### config.mk
export PLATFORM = sky130hd
export DESIGN_NAME = fmsep_top
export DESIGN_NICKNAME = d
export VERILOG_FILES = /design/src/inc/fmsep_pkg.sv /design/src/inc/fmsep_buf_if.sv /design/src/hdl/fmsep_buf.sv /design/src/hdl/fmsep_top.sv
export SDC_FILE = /design/constraint.sdc
export NUM_CORES = 1
export LEC_CHECK = 0
export BUFFER_PORTS_ARGS = -buffer_cell sky130_fd_sc_hd__buf_2
export CAP_MARGIN = 5
export CORE_ASPECT_RATIO = 1.25
export CORE_MARGIN = 3
export CORE_UTILIZATION = 45
export CTS_BUF_LIST = sky130_fd_sc_hd__clkbuf_4 sky130_fd_sc_hd__clkbuf_8
export CTS_CLUSTER_SIZE = 24
export DETAILED_ROUTE_END_ITERATION = 10
export GPL_ROUTABILITY_DRIVEN = 0
export PLACE_DENSITY = 0.64
export SLEW_MARGIN = 20
export SYNTH_ARGS = -nofsm -noshare
export SYNTH_HDL_FRONTEND = slang
export SYNTH_SLANG_ARGS = --single-unit
### constraint.sdc
create_clock -name CLK -period 7.3 [get_ports CLK]
set_clock_uncertainty 0.2 [all_clocks]
set_input_delay 1.095 -clock CLK [delete_from_list [all_inputs] [get_ports CLK]]
set_output_delay 1.095 -clock CLK [all_outputs]
set_load 0.01 [all_outputs]
### src/inc/fmsep_pkg.sv
package fmsep_pkg;
	// Board clock and separator clock rates
	localparam int unsigned CLK_HZ        = 100_000_000;
	localparam int unsigned SEP_HZ        = 2_000_000;
	localparam int unsigned SEP_DIV       = CLK_HZ / SEP_HZ;
	localparam int unsigned CYC_PER_MS    = CLK_HZ / 1000;
	// One-shot periods in milliseconds
	localparam int unsigned DSEL_TIME_MS  = 4500;
	localparam int unsigned HSET_TIME_MS  = 75;
	localparam int unsigned DSEL_CYC      = DSEL_TIME_MS * CYC_PER_MS;
	localparam int unsigned HSET_CYC      = HSET_TIME_MS * CYC_PER_MS;
	// Separator counter
	localparam logic [2:0]  SEP_LOAD_LOW  = 3'h5;
	localparam logic [3:0]  SEP_CNT_RST   = 4'h0;
	localparam int unsigned SEP_MSB       = 3;
	// Status byte layout
	localparam int unsigned ST_NOT_READY  = 7;
	localparam int unsigned ST_COND_LSB   = 2;
	localparam int unsigned ST_DRQ        = 1;
	localparam int unsigned ST_BUSY       = 0;
	localparam logic [7:0]  STATUS_RST    = 8'h00;
	// Drive control byte layout
	localparam int unsigned CTL_MOTOR     = 4;
	localparam int unsigned CTL_STRAP_LOW = 6;
	localparam logic [3:0]  CTL_SEL_RST   = 4'h0;
	// Buffer word: bit 1 data pulse, bit 0 clock pulse
	localparam int unsigned W_CLOCK       = 0;
	localparam int unsigned W_DATA        = 1;
	typedef logic [1:0] fmsep_word_t;
endpackage : fmsep_pkg

### src/inc/fmsep_buf_if.sv
`timescale 1ns/1ns
interface fmsep_buf_if;
	import fmsep_pkg::*;
	logic        valid;
	logic        ready;
	fmsep_word_t data;
	modport prod (output valid, output data, input ready);
	modport cons (input valid, input data, output ready);
endinterface : fmsep_buf_if

### src/hdl/fmsep_buf.sv
`timescale 1ns/1ns
module fmsep_buf
	import fmsep_pkg::*;
(
	// Clock and reset
	input wire logic  clk,
	input wire logic  rst,
	// Fill and drain sides
	fmsep_buf_if.cons in_if,
	fmsep_buf_if.prod out_if
);
	fmsep_word_t mem_reg [2];
	logic        wr_ptr_reg;
	logic        rd_ptr_reg;
	logic [1:0]  count_reg;
	logic        push;
	logic        pop;

	assign in_if.ready  = (count_reg != 2'h2);
	assign out_if.valid = (count_reg != 2'h0);
	assign out_if.data  = mem_reg[rd_ptr_reg];
	assign push         = in_if.valid && in_if.ready;
	assign pop          = out_if.valid && out_if.ready;

	always_ff @(posedge clk) begin
		if (rst) begin
			mem_reg[0] <= '0;
			mem_reg[1] <= '0;
		end else if (push) begin
			mem_reg[wr_ptr_reg] <= in_if.data;
		end
	end

	always_ff @(posedge clk) begin
		if (rst) begin
			wr_ptr_reg <= 1'b0;
			rd_ptr_reg <= 1'b0;
			count_reg  <= 2'h0;
		end else begin
			if (push)
				wr_ptr_reg <= ~wr_ptr_reg;
			if (pop)
				rd_ptr_reg <= ~rd_ptr_reg;
			count_reg <= count_reg + {1'b0, push} - {1'b0, pop};
		end
	end

	a_buf_no_overrun: assert property (@(posedge clk) disable iff (rst)
		count_reg == 2'h2 |-> !in_if.ready)
		else $error("buffer accepts while full");
endmodule : fmsep_buf

### src/hdl/fmsep_top.sv
`timescale 1ns/1ns
module fmsep_top
	import fmsep_pkg::*;
#(
	parameter int unsigned DSEL_CYCLES = DSEL_CYC,
	parameter int unsigned HSET_CYCLES = HSET_CYC
) (
	// Clock and reset
	input  wire logic       CLK,
	input  wire logic       RST,
	// Drive pins
	input  wire logic       RAW_READ_N,
	input  wire logic       DRIVE_READY_N,
	input  wire logic       STRAP_JUMPER,
	output logic [3:0]      DRIVE_SELECT,
	output logic            MOTOR_ON,
	output logic            STRAP_SENSE_POINT,
	// Drive control port
	input  wire logic       CTRL_WR,
	input  wire logic [7:0] CTRL_DATA,
	// Formatter status byte
	input  wire logic       STATUS_RD,
	input  wire logic       BUSY,
	input  wire logic       DATA_REQUEST_FLAG,
	input  wire logic [4:0] STATUS_COND,
	output logic [7:0]      STATUS_DATA,
	output logic            FMT_READY,
	// Head load and transfer gating
	input  wire logic       HEAD_LOAD_REQUEST,
	input  wire logic       XFER_REQ,
	output logic            HEAD_SETTLE_INPUT,
	output logic            XFER_GO,
	// Separated pulses
	input  wire logic       SEP_READY,
	output logic            SEP_VALID,
	output logic            SEP_CLOCK_PULSE,
	output logic            SEP_DATA_PULSE
);
	logic [1:0]  raw_sync_reg;
	logic [1:0]  rdy_sync_reg;
	logic [1:0]  strap_sync_reg;
	logic        raw_prev_reg;
	logic        nrz_reg;
	logic        nrz_tick_reg;
	logic [5:0]  div_reg;
	logic        tick;
	logic        sep_pulse;
	logic [3:0]  cnt_reg;
	logic [3:0]  cnt_next;
	logic        pend_reg;
	fmsep_word_t pend_word_reg;
	logic [31:0] dsel_cnt_reg;
	logic        dsel_run;
	logic [31:0] hset_cnt_reg;
	logic        hld_prev_reg;
	logic        hld_rise;
	logic [3:0]  sel_reg;
	logic        strap_low_reg;
	logic        motor_reg;
	logic        drive_ok;

	fmsep_buf_if fill_if ();
	fmsep_buf_if drain_if ();

	function automatic logic [31:0] oneshot_next(input logic fire, input logic [31:0] cur, input int unsigned per);
		if (fire)
			return per;
		return (cur != 32'h0000_0000) ? cur - 32'h0000_0001 : cur;
	endfunction : oneshot_next

	// Pin synchronizers
	always_ff @(posedge CLK) begin
		if (RST) begin
			raw_sync_reg   <= 2'h3;
			rdy_sync_reg   <= 2'h3;
			strap_sync_reg <= 2'h0;
		end else begin
			raw_sync_reg   <= {raw_sync_reg[0], RAW_READ_N};
			rdy_sync_reg   <= {rdy_sync_reg[0], DRIVE_READY_N};
			strap_sync_reg <= {strap_sync_reg[0], STRAP_JUMPER};
		end
	end

	// 2 MHz tick from the board clock
	assign tick = (div_reg == 6'(SEP_DIV - 1));
	always_ff @(posedge CLK) begin
		if (RST)
			div_reg <= 6'h00;
		else
			div_reg <= tick ? 6'h00 : div_reg + 6'h01;
	end

	always_ff @(posedge CLK) begin
		if (RST) begin
			raw_prev_reg <= 1'b1;
			nrz_reg      <= 1'b0;
		end else begin
			raw_prev_reg <= raw_sync_reg[1];
			if (raw_prev_reg && !raw_sync_reg[1])
				nrz_reg <= ~nrz_reg;
		end
	end

	// Level back to one pulse per tick
	assign sep_pulse = tick && (nrz_reg != nrz_tick_reg);
	always_ff @(posedge CLK) begin
		if (RST)
			nrz_tick_reg <= 1'b0;
		else if (tick)
			nrz_tick_reg <= nrz_reg;
	end

	always_comb begin
		cnt_next = cnt_reg;
		if (sep_pulse)
			cnt_next = {cnt_reg[SEP_MSB], SEP_LOAD_LOW};
		else if (tick)
			// Free count rolls over from 1111
			cnt_next = cnt_reg + 4'h1;
	end

	always_ff @(posedge CLK) begin
		if (RST)
			cnt_reg <= SEP_CNT_RST;
		else
			cnt_reg <= cnt_next;
	end

	// Phase steers pulse; held until buffer takes it or the next pulse overwrites it
	always_ff @(posedge CLK) begin
		if (RST) begin
			pend_reg      <= 1'b0;
			pend_word_reg <= '0;
		end else if (sep_pulse) begin
			pend_reg                <= 1'b1;
			pend_word_reg[W_CLOCK]  <= !cnt_reg[SEP_MSB];
			pend_word_reg[W_DATA]   <= cnt_reg[SEP_MSB];
		end else if (fill_if.ready) begin
			pend_reg <= 1'b0;
		end
	end

	assign fill_if.valid = pend_reg;
	assign fill_if.data  = pend_word_reg;

	fmsep_buf u_buf (
		.clk    (CLK),
		.rst    (RST),
		.in_if  (fill_if),
		.out_if (drain_if)
	);

	// One word per accepted beat gives a single leading edge
	assign drain_if.ready  = SEP_READY;
	assign SEP_VALID       = drain_if.valid;
	assign SEP_CLOCK_PULSE = drain_if.valid && drain_if.data[W_CLOCK];
	assign SEP_DATA_PULSE  = drain_if.valid && drain_if.data[W_DATA];

	always_ff @(posedge CLK) begin
		if (RST)
			dsel_cnt_reg <= 32'h0000_0000;
		else
			dsel_cnt_reg <= oneshot_next(CTRL_WR, dsel_cnt_reg, DSEL_CYCLES);
	end
	assign dsel_run = (dsel_cnt_reg != 32'h0000_0000);

	// Expiry clears selects, motor latch survives
	always_ff @(posedge CLK) begin
		if (RST) begin
			sel_reg       <= CTL_SEL_RST;
			strap_low_reg <= 1'b0;
			motor_reg     <= 1'b0;
		end else if (CTRL_WR) begin
			sel_reg       <= CTRL_DATA[3:0];
			strap_low_reg <= CTRL_DATA[CTL_STRAP_LOW];
			motor_reg     <= CTRL_DATA[CTL_MOTOR];
		end else if (!dsel_run) begin
			sel_reg       <= CTL_SEL_RST;
			strap_low_reg <= 1'b0;
		end
	end

	assign DRIVE_SELECT      = sel_reg;
	assign MOTOR_ON          = motor_reg;
	// Strap point high unless bit 6 latched
	assign STRAP_SENSE_POINT = !strap_low_reg;

	// Ready from drive line or strap, gated by one-shot
	assign drive_ok  = strap_sync_reg[1] ? STRAP_SENSE_POINT : !rdy_sync_reg[1];
	assign FMT_READY = dsel_run && drive_ok;

	always_ff @(posedge CLK) begin
		if (RST)
			STATUS_DATA <= STATUS_RST;
		else if (STATUS_RD)
			STATUS_DATA <= {!FMT_READY, STATUS_COND, DATA_REQUEST_FLAG, BUSY};
	end

	assign hld_rise = HEAD_LOAD_REQUEST && !hld_prev_reg;
	always_ff @(posedge CLK) begin
		if (RST) begin
			hld_prev_reg <= 1'b0;
			hset_cnt_reg <= 32'h0000_0000;
		end else begin
			hld_prev_reg <= HEAD_LOAD_REQUEST;
			hset_cnt_reg <= oneshot_next(hld_rise, hset_cnt_reg, HSET_CYCLES);
		end
	end
	assign HEAD_SETTLE_INPUT = (hset_cnt_reg == 32'h0000_0000);

	// No head-load request means immediate start
	assign XFER_GO = XFER_REQ && HEAD_SETTLE_INPUT && !hld_rise;

	a_status_notready: assert property (@(posedge CLK) disable iff (RST)
		STATUS_RD |=> STATUS_DATA[ST_NOT_READY] == !$past(FMT_READY))
		else $error("status not-ready bit wrong");
	a_status_busy: assert property (@(posedge CLK) disable iff (RST)
		STATUS_RD |=> STATUS_DATA[ST_BUSY] == $past(BUSY) && STATUS_DATA[ST_DRQ] == $past(DATA_REQUEST_FLAG))
		else $error("status busy or request bit wrong");
	a_ready_oneshot: assert property (@(posedge CLK) disable iff (RST)
		!dsel_run |-> !FMT_READY)
		else $error("ready without running one-shot");
	a_settle_hold: assert property (@(posedge CLK) disable iff (RST)
		hld_rise |=> !HEAD_SETTLE_INPUT [*8])
		else $error("head settle not held low");
	a_xfer_defer: assert property (@(posedge CLK) disable iff (RST)
		!HEAD_SETTLE_INPUT |-> !XFER_GO)
		else $error("transfer started during settle");
	a_load_phase: assert property (@(posedge CLK) disable iff (RST)
		sep_pulse |=> cnt_reg == {$past(cnt_reg[SEP_MSB]), SEP_LOAD_LOW})
		else $error("counter load value wrong");
	a_roll_toggle: assert property (@(posedge CLK) disable iff (RST)
		tick && !sep_pulse && cnt_reg == 4'hF |=> cnt_reg == 4'h0)
		else $error("counter overflow wrong");
	a_steer_word: assert property (@(posedge CLK) disable iff (RST)
		sep_pulse |=> pend_reg && pend_word_reg[W_DATA] == $past(cnt_reg[SEP_MSB])
			&& pend_word_reg[W_CLOCK] != pend_word_reg[W_DATA])
		else $error("pulse steered wrong");
	a_expiry_motor: assert property (@(posedge CLK) disable iff (RST)
		!dsel_run && !CTRL_WR |=> sel_reg == CTL_SEL_RST && motor_reg == $past(motor_reg))
		else $error("expiry handling wrong");
	a_reset_clear: assert property (@(posedge CLK)
		RST |=> cnt_reg == SEP_CNT_RST)
		else $error("reset left counter set");
endmodule : fmsep_top

==> results.toml <==
[finish]
final_cells = 714
layout-drive-gt1-share = 0.1340
area_delta_synth_final_pct = 9.569
layout.nets = 609
n_fill_cell = 1043
antenna_cells = 0
design_area_um2 = 5401

[yosys]
post_synth_instance_area_um2 = 4930
netlist.area_leader.share = 0.4305
combinational_family_with_the_most_area_after_synthesis = "simple AND/OR/NAND/NOR gates"
synth-simple-area-share = 0.2426
number_of_flops_mapped_to_enable_cells_by_yosys = 4
synth_top_cells_by_area = "dfxtp_1 43%, nor2_1 5.1%, a21oi_1 4.4%, xnor2_1 3.4%, xor2_1 3.4%"
postSynth.topFlopCell = "dfxtp_1"
yosys-mux-area-fraction = 0.03299
synth_commonest_cells = "106 x dfxtp_1, 67 x nor2_1, 43 x a21oi_1"
post-synth-top-area-cell = "dfxtp_1"
avgSynthCellArea_um2 = 8.996
synth_nets = 580
asyncSetResetFlopFracSynth = 0
xor_xnor_share_of_the_synthesized_area = 0.06751
synthesis.instances = 548
ys_seq_elements = 110
yosysSeqAreaShare = 0.4548
post_synth_num_cell_types = 50
fraction_of_the_mapped_netlist_area_in_compound_gates = 0.1510
synthMostInstantiatedCell = "dfxtp_1"
synth-warning-count = 0
post_synth_fa_ha_maj_area_fraction = 0.01777

[critical_path]
max_stage_delay_ns = 0.81
crit_fanout = 9
r2r_cells = 5
worstSetupStartpointType = "register"
critical-path-slowest-cell = "nor4_1"
cp_cell_sequence = "nor4_1, nand4_1, nor3_1, a211oi_1, buf_2"
endpoint_kind = "output pin"
data_required_time_at_the_worst_endpoint_ns = 6.00
worst-endpoint-arrival_ns = 2.97
criticalPathCategory = "register to output pin"

[cts]
tritoncts_clock_tree = "yes"
clock_path_buffers = 2
cts_resized = 0
worst_setup_hold_path_clk_slew_ns = 0.10
clkSinkCount = 110
cts_hold_buffers = 0
worstSkewPairLatency_ns = 0.38
tritoncts.num_buffers = 9
clock_tree.htree_level_count = 3
ctsRootBufferMaster = "clkbuf_8"
cts_post_setup_buffers_inserted = 0

[run]
maxCapViolCount = 0

[detailed_routing]
drt-wirelength-per-cell_um = 14.43
dr_total_vias = 4043
post-route-drc-count = 0
first_iter_violations = 142
route.detailed.vias_per_inst = 5.662
final_antenna_net_count = 0
wl_mm = 10.30
drt_pre_antenna_iters = 5

[floorplanning]
rows = 42
die_w_um = 99.62
floorplan.io_pins = 45
die_area_um2 = 12250
dieHeight_um = 123.0
placeableCoreArea_um2 = 10670
start_util = 0.4621

[placed_design]
numPortBuffers = 42
total_placed_cells_including_tap_cells = 698
detailed_place_hpwl_mm = 7.005
placement.cell_area_um2 = 5218

[sta]
finalCritPeriodShare = 0.5840
report.final.hold_viol_count = 0
worstMarginPinSlew_ns = 0.9561
post-route-min-period_ns = 4.263
whs_ns = 0.2328
final_max_slew_viol_count = 0
maxSlewHeadroom = 0.3572
finalSetupTns_ns = 0
final-setup-viol-count = 0
fmaxAchievable_mhz = 234.6
rsz0062_at_grt = "false"

[outcome]
outcome = "complete, no violations"

[pwr]
power.leakage_nw = 2.050
pwr_density_cell_nw_per_um2 = 231.4
peakVddDrop_mv = 0.1222

[grt]
grt_pass1_wl_mm = 17.05
vias_in_the_first_global_route = 3701
globalRoute.totalOverflow = 0
antenna_found_initial = 0
grt_start_max_net_pins = 63
grt_util_all_layers = 0.1730

[worst_hold_path]
hp-class = "register to register"
hold_depth = 1
where the power goes:
| part | internal (mW) | total, mW | switching, mW |
|---|---|---|---|
| clock | 0.135 | 0.346 | 0.211 |
| sequential | 0.642 | 0.677 | 0.0349 |
| combinational | 0.0908 | 0.227 | 0.136 |
placed cells by master, fill, tap and decap left out, types with 6 or more instances in the layout:
cell,netlist,final
nor4_1,14,14
nor2_1,67,67
a31oi_1,6,6
o31a_1,6,6
nand3_1,13,13
nand4_1,11,11
xnor2_1,19,19
xor2_1,19,19
or4_1,19,19
o31ai_1,19,19
mux2i_1,14,14
a21oi_1,43,43
nor2b_1,8,8
buf_2,2,42
ha_1,7,7
o21ai_0,11,11
clkbuf_8,0,10
or2_2,8,8
dfxtp_1,106,106
nand2_1,24,24
or3_1,24,24
nor3_1,14,13
inv_1,14,14
stage by stage:
stage               setup WS, ns    util  power [mW]
finish                     3.037  0.5063       1.250
floorplan                  3.804       -      0.8588
CTS                        3.144  0.5063       1.264
global route               2.787  0.5063       1.320
global placement           3.570  0.4891      0.9087
detailed placement         3.578  0.4891      0.9169
cell type report:
class,count,area [um2],area share
clock inverters,6,46.29,0.008571
well taps,132,165.2,0.03058
multi-input cells,397,2529,0.4682
inverters,15,56.30,0.01042
clock buffers,10,137.6,0.02548
repair buffers,44,225.2,0.04170
flip-flops and latches,110,2242,0.4151
per-layer routing:
metal / share of wire / track usage / vias to the layer above / routed length, um
li1: - / - / 2056 / -
met1: 0.44 / 0.1996 / 1908 / 4552
met2: 0.51 / 0.3059 / 63 / 5208
met3: 0.033 / 0.04797 / 16 / 340
met4: 0.019 / 0.06234 / 0 / 199
met5: 0 / 0 / - / 0
cell families (layout without fill, tap and decap cells):
group / after synthesis / count (layout)
AND/OR/NAND/NOR: 223 / 223
flip-flops: 110 / 110
AO/OA/AOI/OAI: 113 / 113
buffers and inverters: 41 / 75
multiplexers: 16 / 16
XOR/XNOR: 38 / 38
adder cells (fa/ha/maj): 7 / 7
final timing paths:
kind,startpoint,endpoint,slack [ns]
setup reg to reg,dsel_cnt_reg[2],dsel_cnt_reg[7],4.21
hold reg to reg,raw_sync_reg[0],raw_sync_reg[1],0.23
hold / removal,raw_sync_reg[0],raw_sync_reg[1],0.23
setup / recovery,dsel_cnt_reg[2],FMT_READY,3.04
worst max-delay path: cells and delay by family, from the launching register on:
family	cells	cell delay, ns
flip-flops	1	0.38
AO/OA/AOI/OAI	1	0.13
buffers and inverters	1	0.17
AND/OR/NAND/NOR	3	1.92
Note: power is estimated with default switching activity, not from simulation.
